[src/stack_control_map.svh]
// Purpose: Constants for the control-flow and return-stack executor.
// Assumes: Program counter is a byte address; instructions are 16-bit words.
// Notes: Definitions only.
`ifndef STACK_CONTROL_MAP_SVH
`define STACK_CONTROL_MAP_SVH

// ----------------------------------------------------------------------------
// Widths and depths
// ----------------------------------------------------------------------------
`define PC_W 21
`define DATA_W 8
`define STACK_DEPTH 31
`define LEVEL_W 5

// ----------------------------------------------------------------------------
// Opcodes
// ----------------------------------------------------------------------------
`define OPC_NO_OP 16'h0000
`define OPC_PUSH 16'h0005
`define OPC_POP 16'h0006
`define OPC_RESET 16'h00ff
`define OPC_INT_RET_BASE 15'h0008
`define REL_CALL_PREFIX 5'h1b
`define SECOND_WORD_PREFIX 4'hf

// ----------------------------------------------------------------------------
// Phases of the four-phase instruction cycle
// ----------------------------------------------------------------------------
`define Q_DECODE 2'h0
`define Q_PUSH 2'h1
`define Q_POP 2'h2
`define Q_WRITE 2'h3

// ----------------------------------------------------------------------------
// Reset values and steps
// ----------------------------------------------------------------------------
`define PC_RESET 21'h000000
`define PC_STEP 21'h000002
`define W_RESET 8'h00
`define STATUS_RESET 8'h00
`define BANK_RESET 8'h00
`define LEVEL_RESET 5'h00
`define TOP_RESET 21'h000000

`endif

[src/stack_control_pkg.sv]
// Purpose: Types shared by the executor and its return stack.
// Assumes: The constant header is on the include path.
// Notes: Types only; numbers live in the header.
`include "stack_control_map.svh"

package stack_control_pkg;

   typedef logic [`PC_W-1:0] addr_t;
   typedef logic [`DATA_W-1:0] byte_t;

   typedef enum logic [2:0] {
      op_idle,
      op_no_operation,
      op_pop,
      op_push,
      op_relative_subroutine_call,
      op_soft_reset,
      op_interrupt_return,
      op_flush
   } op_kind_t;

   typedef enum logic {
      seq_run,
      seq_flush
   } seq_t;

endpackage

[src/stack_if.sv]
// Purpose: Carrier between the executor and the return stack.
// Assumes: One push or one pop per clock at most.
// Notes: Top of stack and level come from flip-flops in the stack.
`timescale 1ns/1ps
`include "stack_control_map.svh"

interface stack_if;
   logic push;
   logic pop;
   stack_control_pkg::addr_t push_addr;
   stack_control_pkg::addr_t top_of_stack_entry;
   logic [`LEVEL_W-1:0] level;

   modport ctrl (output push, output pop, output push_addr, input top_of_stack_entry, input level);
   modport store (input push, input pop, input push_addr, output top_of_stack_entry, output level);
endinterface

[src/return_stack.sv]
// Purpose: Hardware return stack with a registered top entry.
// Assumes: Caller never pushes and pops in the same clock.
// Notes: A push when full and a pop when empty are ignored.
`timescale 1ns/1ps
`include "stack_control_map.svh"

module return_stack (
   input wire logic ref_clk,
   input wire logic clear,
   stack_if.store stk
);

   stack_control_pkg::addr_t mem [0:`STACK_DEPTH-1];
   stack_control_pkg::addr_t top_ff;
   logic [`LEVEL_W-1:0] level_ff;
   logic full;
   logic empty;

   assign full = (level_ff == `LEVEL_W'(`STACK_DEPTH));
   assign empty = (level_ff == `LEVEL_RESET);
   assign stk.top_of_stack_entry = top_ff;
   assign stk.level = level_ff;

   // ----------------------------------------------------------------------------
   // Entry storage
   // ----------------------------------------------------------------------------
   // The array is not cleared; a reset only empties the level count and zeroes the top entry.
   always_ff @(posedge ref_clk) begin
      if (stk.push && !full) begin
         mem[level_ff] <= stk.push_addr;
      end
   end

   // ----------------------------------------------------------------------------
   // Level and top entry
   // ----------------------------------------------------------------------------
   always_ff @(posedge ref_clk) begin
      if (clear) begin
         level_ff <= `LEVEL_RESET;
         top_ff <= `TOP_RESET;
      end else if (stk.push && !full) begin
         level_ff <= level_ff + `LEVEL_W'(1);
         top_ff <= stk.push_addr;
      end else if (stk.pop && !empty) begin
         level_ff <= level_ff - `LEVEL_W'(1);
         if (level_ff > `LEVEL_W'(1)) begin
            top_ff <= mem[level_ff - `LEVEL_W'(2)];
         end else begin
            top_ff <= `TOP_RESET;
         end
      end
   end

endmodule

[src/stack_control_instr_exec.sv]
// Purpose: Executes no-op, pop, push, relative call, software reset and interrupt return.
// Assumes: Fetch presents one instruction word, held through phase zero of each cycle.
// Notes: One instruction cycle is four ref_clk periods, phases zero to three.
`timescale 1ns/1ps
`include "stack_control_map.svh"

// Operation
// - Pop discards top entry in one cycle.
// - Previous entry becomes top; PC advances.
// - Push opcode 0x0005, one word, one cycle.
// - Push writes PC plus two as top.
// - Old top moves one level deeper.
// - Relative call: PC becomes PC+2+2n.
// - Call pushes return address; two cycles.
// - Reset opcode 0x00ff clears like master_clear.
// - Interrupt return pops PC, sets enable, restores shadows.
// - Interrupt return opcode 0x001s, two cycles.
// - Shadow bit zero keeps registers unchanged.
module stack_control_instr_exec (
   input wire logic ref_clk,
   input wire logic resetn,
   input wire logic [15:0] instr_word,
   input wire logic instr_valid,
   input wire logic irq_high_active,
   input wire logic clear_high_enable,
   input wire logic clear_low_enable,
   input wire logic [`DATA_W-1:0] working_shadow,
   input wire logic [`DATA_W-1:0] status_shadow,
   input wire logic [`DATA_W-1:0] bank_select_shadow,
   output logic [1:0] q_phase_ff,
   output logic [`PC_W-1:0] pc_ff,
   output logic [`PC_W-1:0] top_of_stack_entry,
   output logic [`LEVEL_W-1:0] stack_level,
   output logic [`DATA_W-1:0] working_register_ff,
   output logic [`DATA_W-1:0] status_register_ff,
   output logic [`DATA_W-1:0] bank_select_register_ff,
   output logic high_priority_global_enable_ff,
   output logic low_priority_global_enable_ff,
   output logic second_cycle_ff,
   output logic soft_reset_ff
);

   // ----------------------------------------------------------------------------
   // Decode
   // ----------------------------------------------------------------------------
   function automatic stack_control_pkg::op_kind_t decode_op(input logic [15:0] w);
      stack_control_pkg::op_kind_t k;
      k = stack_control_pkg::op_idle;
      if (w == `OPC_NO_OP || w[15:12] == `SECOND_WORD_PREFIX) begin
         k = stack_control_pkg::op_no_operation;
      end else if (w == `OPC_POP) begin
         k = stack_control_pkg::op_pop;
      end else if (w == `OPC_PUSH) begin
         k = stack_control_pkg::op_push;
      end else if (w[15:11] == `REL_CALL_PREFIX) begin
         k = stack_control_pkg::op_relative_subroutine_call;
      end else if (w == `OPC_RESET) begin
         k = stack_control_pkg::op_soft_reset;
      end else if (w[15:1] == `OPC_INT_RET_BASE) begin
         k = stack_control_pkg::op_interrupt_return;
      end else begin
         k = stack_control_pkg::op_no_operation;
      end
      return k;
   endfunction

   stack_control_pkg::op_kind_t op_ff;
   stack_control_pkg::seq_t seq_ff;
   logic [10:0] offset_ff;
   logic shadow_sel_ff;
   logic clear_all;
   logic at_decode;
   logic at_push;
   logic at_pop;
   logic at_write;
   stack_control_pkg::addr_t pc_next_seq;
   stack_control_pkg::addr_t pc_rel_target;
   stack_if stk ();

   // A software reset clears the same state as resetn, one clock after it is started.
   assign clear_all = !resetn || soft_reset_ff;
   assign at_decode = (q_phase_ff == `Q_DECODE);
   assign at_push = (q_phase_ff == `Q_PUSH);
   assign at_pop = (q_phase_ff == `Q_POP);
   assign at_write = (q_phase_ff == `Q_WRITE);
   assign pc_next_seq = pc_ff + `PC_STEP;
   assign pc_rel_target = pc_next_seq + `PC_W'({{(`PC_W-12){offset_ff[10]}}, offset_ff, 1'b0});

   // ----------------------------------------------------------------------------
   // Phase divider
   // ----------------------------------------------------------------------------
   always_ff @(posedge ref_clk) begin
      if (clear_all) begin
         q_phase_ff <= `Q_DECODE;
      end else begin
         q_phase_ff <= q_phase_ff + 2'h1;
      end
   end

   // ----------------------------------------------------------------------------
   // Instruction latch and two-cycle sequencing
   // ----------------------------------------------------------------------------
   always_ff @(posedge ref_clk) begin
      if (clear_all) begin
         op_ff <= stack_control_pkg::op_idle;
         offset_ff <= 11'h000;
         shadow_sel_ff <= 1'b0;
      end else if (at_decode) begin
         if (seq_ff == stack_control_pkg::seq_flush) begin
            op_ff <= stack_control_pkg::op_flush;
         end else if (instr_valid) begin
            op_ff <= decode_op(instr_word);
            offset_ff <= instr_word[10:0];
            shadow_sel_ff <= instr_word[0];
         end else begin
            op_ff <= stack_control_pkg::op_idle;
         end
      end
   end

   always_ff @(posedge ref_clk) begin
      if (clear_all) begin
         seq_ff <= stack_control_pkg::seq_run;
      end else if (at_write && (op_ff == stack_control_pkg::op_relative_subroutine_call ||
                                op_ff == stack_control_pkg::op_interrupt_return)) begin
         seq_ff <= stack_control_pkg::seq_flush;
      end else if (at_decode) begin
         seq_ff <= stack_control_pkg::seq_run;
      end
   end

   always_ff @(posedge ref_clk) begin
      if (clear_all) begin
         second_cycle_ff <= 1'b0;
      end else if (at_decode) begin
         second_cycle_ff <= (seq_ff == stack_control_pkg::seq_flush);
      end
   end

   // ----------------------------------------------------------------------------
   // Software reset
   // ----------------------------------------------------------------------------
   // Held one clock only; it drops on its own at the next edge, and only resetn resets it, so it cannot latch up.
   always_ff @(posedge ref_clk) begin
      if (!resetn) begin
         soft_reset_ff <= 1'b0;
      end else begin
         soft_reset_ff <= at_push && (op_ff == stack_control_pkg::op_soft_reset);
      end
   end

   // ----------------------------------------------------------------------------
   // Return stack strobes
   // ----------------------------------------------------------------------------
   always_comb begin
      stk.push = 1'b0;
      stk.pop = 1'b0;
      stk.push_addr = pc_next_seq;
      unique case (op_ff)
         stack_control_pkg::op_push: stk.push = at_push && !clear_all;
         stack_control_pkg::op_relative_subroutine_call: stk.push = at_push && !clear_all;
         stack_control_pkg::op_pop: stk.pop = at_pop && !clear_all;
         stack_control_pkg::op_interrupt_return: stk.pop = at_write && !clear_all;
         stack_control_pkg::op_idle,
         stack_control_pkg::op_no_operation,
         stack_control_pkg::op_soft_reset,
         stack_control_pkg::op_flush: begin
         end
      endcase
   end

   return_stack u_stack (
      .ref_clk(ref_clk),
      .clear(clear_all),
      .stk(stk)
   );

   assign top_of_stack_entry = stk.top_of_stack_entry;
   assign stack_level = stk.level;

   // ----------------------------------------------------------------------------
   // Program counter
   // ----------------------------------------------------------------------------
   // The inserted second cycle holds the PC so the target is fetched next.
   always_ff @(posedge ref_clk) begin
      if (clear_all) begin
         pc_ff <= `PC_RESET;
      end else if (at_write) begin
         unique case (op_ff)
            stack_control_pkg::op_relative_subroutine_call: pc_ff <= pc_rel_target;
            stack_control_pkg::op_interrupt_return: pc_ff <= stk.top_of_stack_entry;
            stack_control_pkg::op_idle,
            stack_control_pkg::op_flush,
            stack_control_pkg::op_soft_reset: pc_ff <= pc_ff;
            stack_control_pkg::op_no_operation,
            stack_control_pkg::op_pop,
            stack_control_pkg::op_push: pc_ff <= pc_next_seq;
         endcase
      end
   end

   // ----------------------------------------------------------------------------
   // Global interrupt enables
   // ----------------------------------------------------------------------------
   // An enable set by an interrupt return wins over a clear in the same clock.
   always_ff @(posedge ref_clk) begin
      if (clear_all) begin
         high_priority_global_enable_ff <= 1'b0;
         low_priority_global_enable_ff <= 1'b0;
      end else begin
         if (at_write && op_ff == stack_control_pkg::op_interrupt_return && irq_high_active) begin
            high_priority_global_enable_ff <= 1'b1;
         end else if (clear_high_enable) begin
            high_priority_global_enable_ff <= 1'b0;
         end
         if (at_write && op_ff == stack_control_pkg::op_interrupt_return && !irq_high_active) begin
            low_priority_global_enable_ff <= 1'b1;
         end else if (clear_low_enable) begin
            low_priority_global_enable_ff <= 1'b0;
         end
      end
   end

   // ----------------------------------------------------------------------------
   // Shadow restore
   // ----------------------------------------------------------------------------
   always_ff @(posedge ref_clk) begin
      if (clear_all) begin
         working_register_ff <= `W_RESET;
         status_register_ff <= `STATUS_RESET;
         bank_select_register_ff <= `BANK_RESET;
      end else if (at_write && op_ff == stack_control_pkg::op_interrupt_return && shadow_sel_ff) begin
         working_register_ff <= working_shadow;
         status_register_ff <= status_shadow;
         bank_select_register_ff <= bank_select_shadow;
      end
      // With the shadow bit clear the three registers simply hold.
   end

endmodule

[config.mk]
export PLATFORM = sky130hd
export DESIGN_NAME = stack_control_instr_exec
export DESIGN_NICKNAME = d
export VERILOG_FILES = /design/src/stack_control_pkg.sv /design/src/stack_if.sv /design/src/return_stack.sv /design/src/stack_control_instr_exec.sv
export VERILOG_INCLUDE_DIRS = /design/src
export SDC_FILE = /design/constraint.sdc
export NUM_CORES = 1
export LEC_CHECK = 0
export BUFFER_PORTS_ARGS = -buffer_cell sky130_fd_sc_hd__clkbuf_2
export CAP_MARGIN = 10
export CORE_ASPECT_RATIO = 2
export CORE_UTILIZATION = 25
export CTS_CLUSTER_DIAMETER = 60
export CTS_CLUSTER_SIZE = 14
export DETAILED_ROUTE_END_ITERATION = 10
export GPL_ROUTABILITY_DRIVEN = 0
export PLACE_DENSITY = 0.49
export SLEW_MARGIN = 20
export SYNTH_ARGS = -nofsm -noshare
export SYNTH_HDL_FRONTEND = slang
export SYNTH_SLANG_ARGS = --single-unit
[constraint.sdc]
create_clock -name ref_clk -period 10.73 [get_ports ref_clk]
set_input_delay 1.073 -clock ref_clk [delete_from_list [all_inputs] [get_ports ref_clk]]
set_output_delay 1.073 -clock ref_clk [all_outputs]
set_load 0.03 [all_outputs]
; ---- After elaboration in Yosys (flattened, before gate mapping)
; Memory sizes are Yosys's and may differ from the RTL's.
; Index checks and enable logic that the tools add are counted.
[op_classes]
multipliers = 0
shift = 0
order_cmp = 1
bitwise_logic = 2
div = 0
n_eq_ne = 17
reduce_logical = 32
n_addsub = 6
n_mux = 24
[op_table]
columns = cell, n
row1 = $mux W21, 3
row2 = $pmux W21 S3, 1
row3 = $eq A16 B3 Y1 const B, 2
row4 = $mux W3, 8
row5 = $add A21 B2 Y21 const B, 1
row6 = $add A21 B21 Y21, 1
row7 = $eq A16 B8 Y1 const B, 1
row8 = $logic_not A16 Y1, 1
row9 = $eq A15 B4 Y1 const B, 1
row10 = $eq A3 B3 Y1 const B, 4
row11 = $logic_and A1 B1 Y1, 11
row12 = $eq A5 B5 Y1 const B, 2
row13 = $mux W5, 2
row14 = $mux W1, 9
row15 = $reduce_bool A2 Y1, 4
row16 = $eq A3 B2 Y1 const B, 2
row17 = $reduce_or A3 Y1, 2
row18 = $add A5 B1 Y5 const B, 1
row19 = $gt A5 B1 Y1 const B, 1
row20 = $logic_not A1 Y1, 5
row21 = $logic_not A5 Y1, 1
row22 = $sub A5 B1 Y5 const B, 1
row23 = $sub A5 B2 Y5 const B, 1
row24 = $eq A2 B2 Y1 const B, 2
row25 = other kinds (12), 15
[word_totals]
ff_bits = 93
latch_bits = 0
output_inout_bits = 77
n_memories = 1
mem_bits_ro = 0
in_bits = 46
word_cells = 98
ramBits = 651
[memory_table]
columns = memory, depth, word_bits, rd, rd_clocked_by_memory_dff, wr, line_no
row1 = u_stack.mem, 31, 21, 1, 0, 1, return_stack.sv:13  ; stack_control_pkg::addr_t mem [0:`STACK_DEPTH-1];

; ---- Longest topological paths before layout
[logic_depth]
word_depth = 9
depth_mapped = 14
ltp_nobuf = 13

; ---- Cells and area by module
; A second synthesis with hierarchy kept.
[hier_totals]
hier_cells = 2018
hier_area_um2 = 30958.4
[by_module_without_submodules]
columns = mod, area_per_inst_um2, seq_area_each_um2, n_inst, cells_per_inst
row1 = return_stack, 26699.4, 20069.2, 1, 1451
row2 = stack_control_instr_exec, 4259.1, 1321.3, 1, 567

; ---- Least setup slack after synthesis
; Ideal clock, no wire load.
[synth_path]
kind = register -> register
startpoint = register pc_ff[1]
endpoint = register pc_ff[16]
stages_incl_launch_ff = 12
setup_time_ns = 0.130
t_arrival_ns = 4.022
n_path_buf = 0
synth_period_minus_slack_ns = 4.152
required_time_ns = 10.600
slack_ns = 6.578
path_cell_list = dfxtp_1 ha_1 nand3_1 xnor2_1 ha_1 and3_1 a2111oi_4 and2_1 nor3_1 or3_1 xnor2_1 o22ai_1
[synth_between]
elab_chain_cells = 3
[synth_lines]
columns = item, line_no
row1 = from (decl), stack_control_instr_exec.sv:31  ; output logic [`PC_W-1:0] pc_ff,
row2 = from (signal assigned), stack_control_instr_exec.sv:187  ; pc_ff <= `PC_RESET;
row3 = from (signal assigned), stack_control_instr_exec.sv:190  ; stack_control_pkg::op_relative_subroutine_call: pc_ff <= pc_rel_target;
row4 = from (signal assigned), stack_control_instr_exec.sv:191  ; stack_control_pkg::op_interrupt_return: pc_ff <= stk.top_of_stack_entry;
row5 = $add A21 B2 Y21 (no line), n/a
row6 = net pc_next_seq[5], stack_control_instr_exec.sv:76  ; stack_control_pkg::addr_t pc_next_seq;
row7 = $add A21 B21 Y21, stack_control_instr_exec.sv:87  ; assign pc_rel_target = pc_next_seq + `PC_W'({{(`PC_W-12){offset_ff[10]}}, offset_ff, 1'b0});
row8 = $pmux W21 S3, stack_control_instr_exec.sv:189  ; unique case (op_ff)
; The timed path passes the listed nets, and every way through them passes these cells.
; A chain may end at the register's enable or synchronous reset.

; ---- Worst setup path in the final report
[layout_path]
startpoint = register pc_ff[3]
endpoint = register pc_ff[15]
; Same word-level chain as after synthesis.

==> results by group <==
Cells and area
  – Area occupied by registers: about 21000 µm²
  – Nets: 2070
  – Multi-input logic area: between 8000 and 9000 µm²
  – Fraction of layout cells with a size suffix above 1: 23.56%
  – Area Overhead vs Synth: 14.93%
  – Commonest non-fill, non-tap cell in the layout: edfxtp_1
  – Final Cell Area: 34980 µm²
  – Most frequent cells in the layout: edfxtp_1, nand2_1, mux4_2
  – Layout fillers: 11930

Setup path
  – Crit path launch: pc_ff[3]$_SDFFE_PP0P_
  – Critical path endpoint: pc_ff[15]$_SDFFE_PP0P_
  – Crit Reg-Reg Endpoint: pc_ff[15]$_SDFFE_PP0P_
  – Crit. End Element: register
  – Maximum fanout along the worst path: 34
  – R2R depth: 11
  – CP Data Arrival Time: 5.17 ns
  – Setup CP Type: reg2reg
  – CP Launch Type: register
  – CP required: 11.32 ns
  – Reg-to-Reg Start: pc_ff[3]$_SDFFE_PP0P_
  – R2R setup slack: 6.15 ns

Power
  – Leakage power: 11.12 nW
  – Peak VDD IR: 0.1510 mV
  – Cell area power density: 151.4 nW/µm²

Routing
  – DR WL/cell: 23.40 µm
  – DRC: 0
  – Via/cell ratio: 4.818
  – Initial DRC Count: 1213
  – Post-DRT Antenna Nets: 0
  – Total wire length: 83330 µm
  – Detailed Routing Iterations Pass 1: 5
  – Vias: approximately 17000

Global routing
  – First-pass GRT wire length: approximately 120000 µm
  – Initial antenna violation count: 1
  – Gr ovfl total: 0
  – Vias in the first global route: 18530
  – All-Layer GR Usage: 13.47%
  – Pin count of the biggest net entering global routing: between 100 and 150

Floorplanning
  – Die width: around 250 µm
  – Core area: about 120000 µm²
  – Die area: 123200 µm²
  – Die H: 495.5 µm
  – Starting density of the core: 25.26%
  – IO Pins: 123
  – Site Rows: 180

CTS
  – Worst-path clk slew: approximately 0.08 ns
  – Clk Tree Root Cell: clkbuf_16
  – CTS tree: built
  – # H-tree levels: 2
  – Clock Path Buffers: 3
  – CTS Buf Count: between 50 and 60
  – Post-CTS Setup Inserts: 0
  – # hold bufs at CTS: 0
  – Post_cts resized: 0
  – Clk_lat worst skew: 0.64 ns
  – CTS sink cnt: 743

Timing
  – Slew Limit Fails: 0
  – Tightest Pin Transition: 1.106 ns
  – Final Setup Violations: 0
  – Final hold violation count: 0
  – Clock skew: 0.01791 ns
  – Final period util: 42.73%
  – Final Critical Period: 4.585 ns
  – Hold slack: roughly 0.45 ns
  – FMAX: 0.2181 GHz
  – RSZ-0062 raised after global routing: false
  – Worst slew margin: 26.27%
  – Setup TNS: 0 ns

Run status
  – Status: finished clean

Synth
  – Dominant synthesized flop cell: edfxtp_1
  – Cells after Synth: between 1500 and 2000
  – Mapped Nets: between 1500 and 2000
  – Yosys warning total: 0
  – Post-synth cell types: 65
  – Synthesized area: 30440 µm²
  – Post-synth EDFFs: 651
  – #FFs+latches synth: between 700 and 800
  – Syn Area/Cell: between 15 and 20 µm²
  – Asr flop ratio synth: 0%
  – Post-synthesis sequential area ratio: 70.28%

Placement
  – Port Buffers: ~120
  – Area post-placement: 33290 µm²
  – HPWL Detailed: about 56000 µm

Job
  – Max-cap viol count: 0

Min path
  – Min-delay worst type: reg2reg
-- sequential cells by signal, indices dropped and copies added, names as in the netlist --
signal	flops
offset_ff	11
u_stack.stk.level	5
low_priority_global_enable_ff	1
soft_reset_ff	1
u_stack.mem	651
u_stack.stk.top_of_stack_entry	21
q_phase_ff	2
working_register_ff	8
pc_ff	21
op_ff	3
high_priority_global_enable_ff	1
bank_select_register_ff	8
seq_ff	1
second_cycle_ff	1
status_register_ff	8
-- metal layers --
metal | global-route usage, % | vias up | wire length (µm)
li1 | - | 7573 | -
met1 | 13.43 | 8927 | 29200
met2 | 27.55 | 490 | 48030
met3 | 1.228 | 167 | 2512
met4 | 6.105 | 0 | 3585
met5 | 0 | - | 0
-- logic make-up after synthesis --
family	count (synthesis)	synth area share, %
buf+inv	120	1.817
fa+ha+maj	36	1.505
simple gates	398	5.763
mux	190	12.62
compound gates	312	6.787
flops	743	70.28
xor+xnor	41	1.229
-- per-stage QoR --
step | std cells | setup slack (ns) | utilization, % | total power, W
after floorplan | 1840 | 6.578 | - | 0.003249
after global routing | 3560 | 5.924 | 29.03 | 0.005433
after CTS | 3559 | 6.146 | 29.03 | 0.005361
after global placement | 3474 | 5.943 | 27.62 | 0.003296
after detailed placement | 3474 | 6.178 | 27.63 | 0.003299
final | 3561 | 6.145 | 29.03 | 0.005295
-- worst min path at each step --
stage,start,end,slack (ns),depth (start not counted)
after global placement,bank_select_register_ff[6]$_SDFFE_PP0P_,bank_select_register_ff[6]$_SDFFE_PP0P_,0.44,2
after detailed placement,status_register_ff[6]$_SDFFE_PP0P_,status_register_ff[6]$_SDFFE_PP0P_,0.45,2
after global routing,bank_select_register_ff[7]$_SDFFE_PP0P_,bank_select_register_ff[7]$_SDFFE_PP0P_,0.48,2
after CTS,status_register_ff[6]$_SDFFE_PP0P_,status_register_ff[6]$_SDFFE_PP0P_,0.46,2
after floorplan,offset_ff[2]$_SDFFE_PP0P_,offset_ff[2]$_SDFFE_PP0P_,0.44,2
final,status_register_ff[6]$_SDFFE_PP0P_,status_register_ff[6]$_SDFFE_PP0P_,0.45,2
-- critical path: stages (launching register included) --
cell and delay (ns):
dfxtp_1 0.50, and4_1 0.32, nand4_1 0.48, nor2_1 0.44, xor2_2 0.10, buf_4 0.25, ha_1 0.59, nand4_1 0.16
o31ai_1 0.78, o21ai_1 0.26, or4b_1 0.56, nand3_1 0.09
-- cell usage after synthesis, types with 6 or more instances --
cell type  count  area (µm²)
a221oi_1      14       122.6
mux2i_1       35       350.3
xor2_1        14       122.6
nor2_1        92       345.3
xnor2_1       25       219.0
a31oi_1       19       118.9
nand3_1       31       155.2
clkbuf_1      69       259.0
mux4_2       155        3491
a21o_1         8       60.06
a21oi_1       89       445.4
a311oi_1      21       183.9
nor3_1        11       55.05
nand2_1      192       720.7
edfxtp_1     651       19550
a211oi_1      47       352.8
and2_1         6       37.54
ha_1          35       437.9
o21ai_0       36       180.2
a22oi_1       18       135.1
o22ai_1       24       150.1
nand4_1       12       75.07
buf_2         19       95.09
dfxtp_1       92        1842
inv_1         13       48.80
and3_1        16       100.1
nand2b_1       7       43.79
buf_4         11       82.58
nor2b_1        9       56.30
-- cell type report --
cell class	instances	share of cell area, %
diodes	2	0.01431
repair buffers	193	3.305
well taps	1547	5.534
flip-flops and latches	743	61.17
clock buffers	81	4.639
inverters	14	0.1502
clock inverters	4	0.1681
multi-input cells	977	25.02
-- report_power, final --
part	total (W)	switching, W	internal, W
logic	0.000111	0.0000760	0.0000350
clock network	0.00206	0.000993	0.00107
registers	0.00313	0.00000973	0.00312
Power figures use the tool's default switching activity.
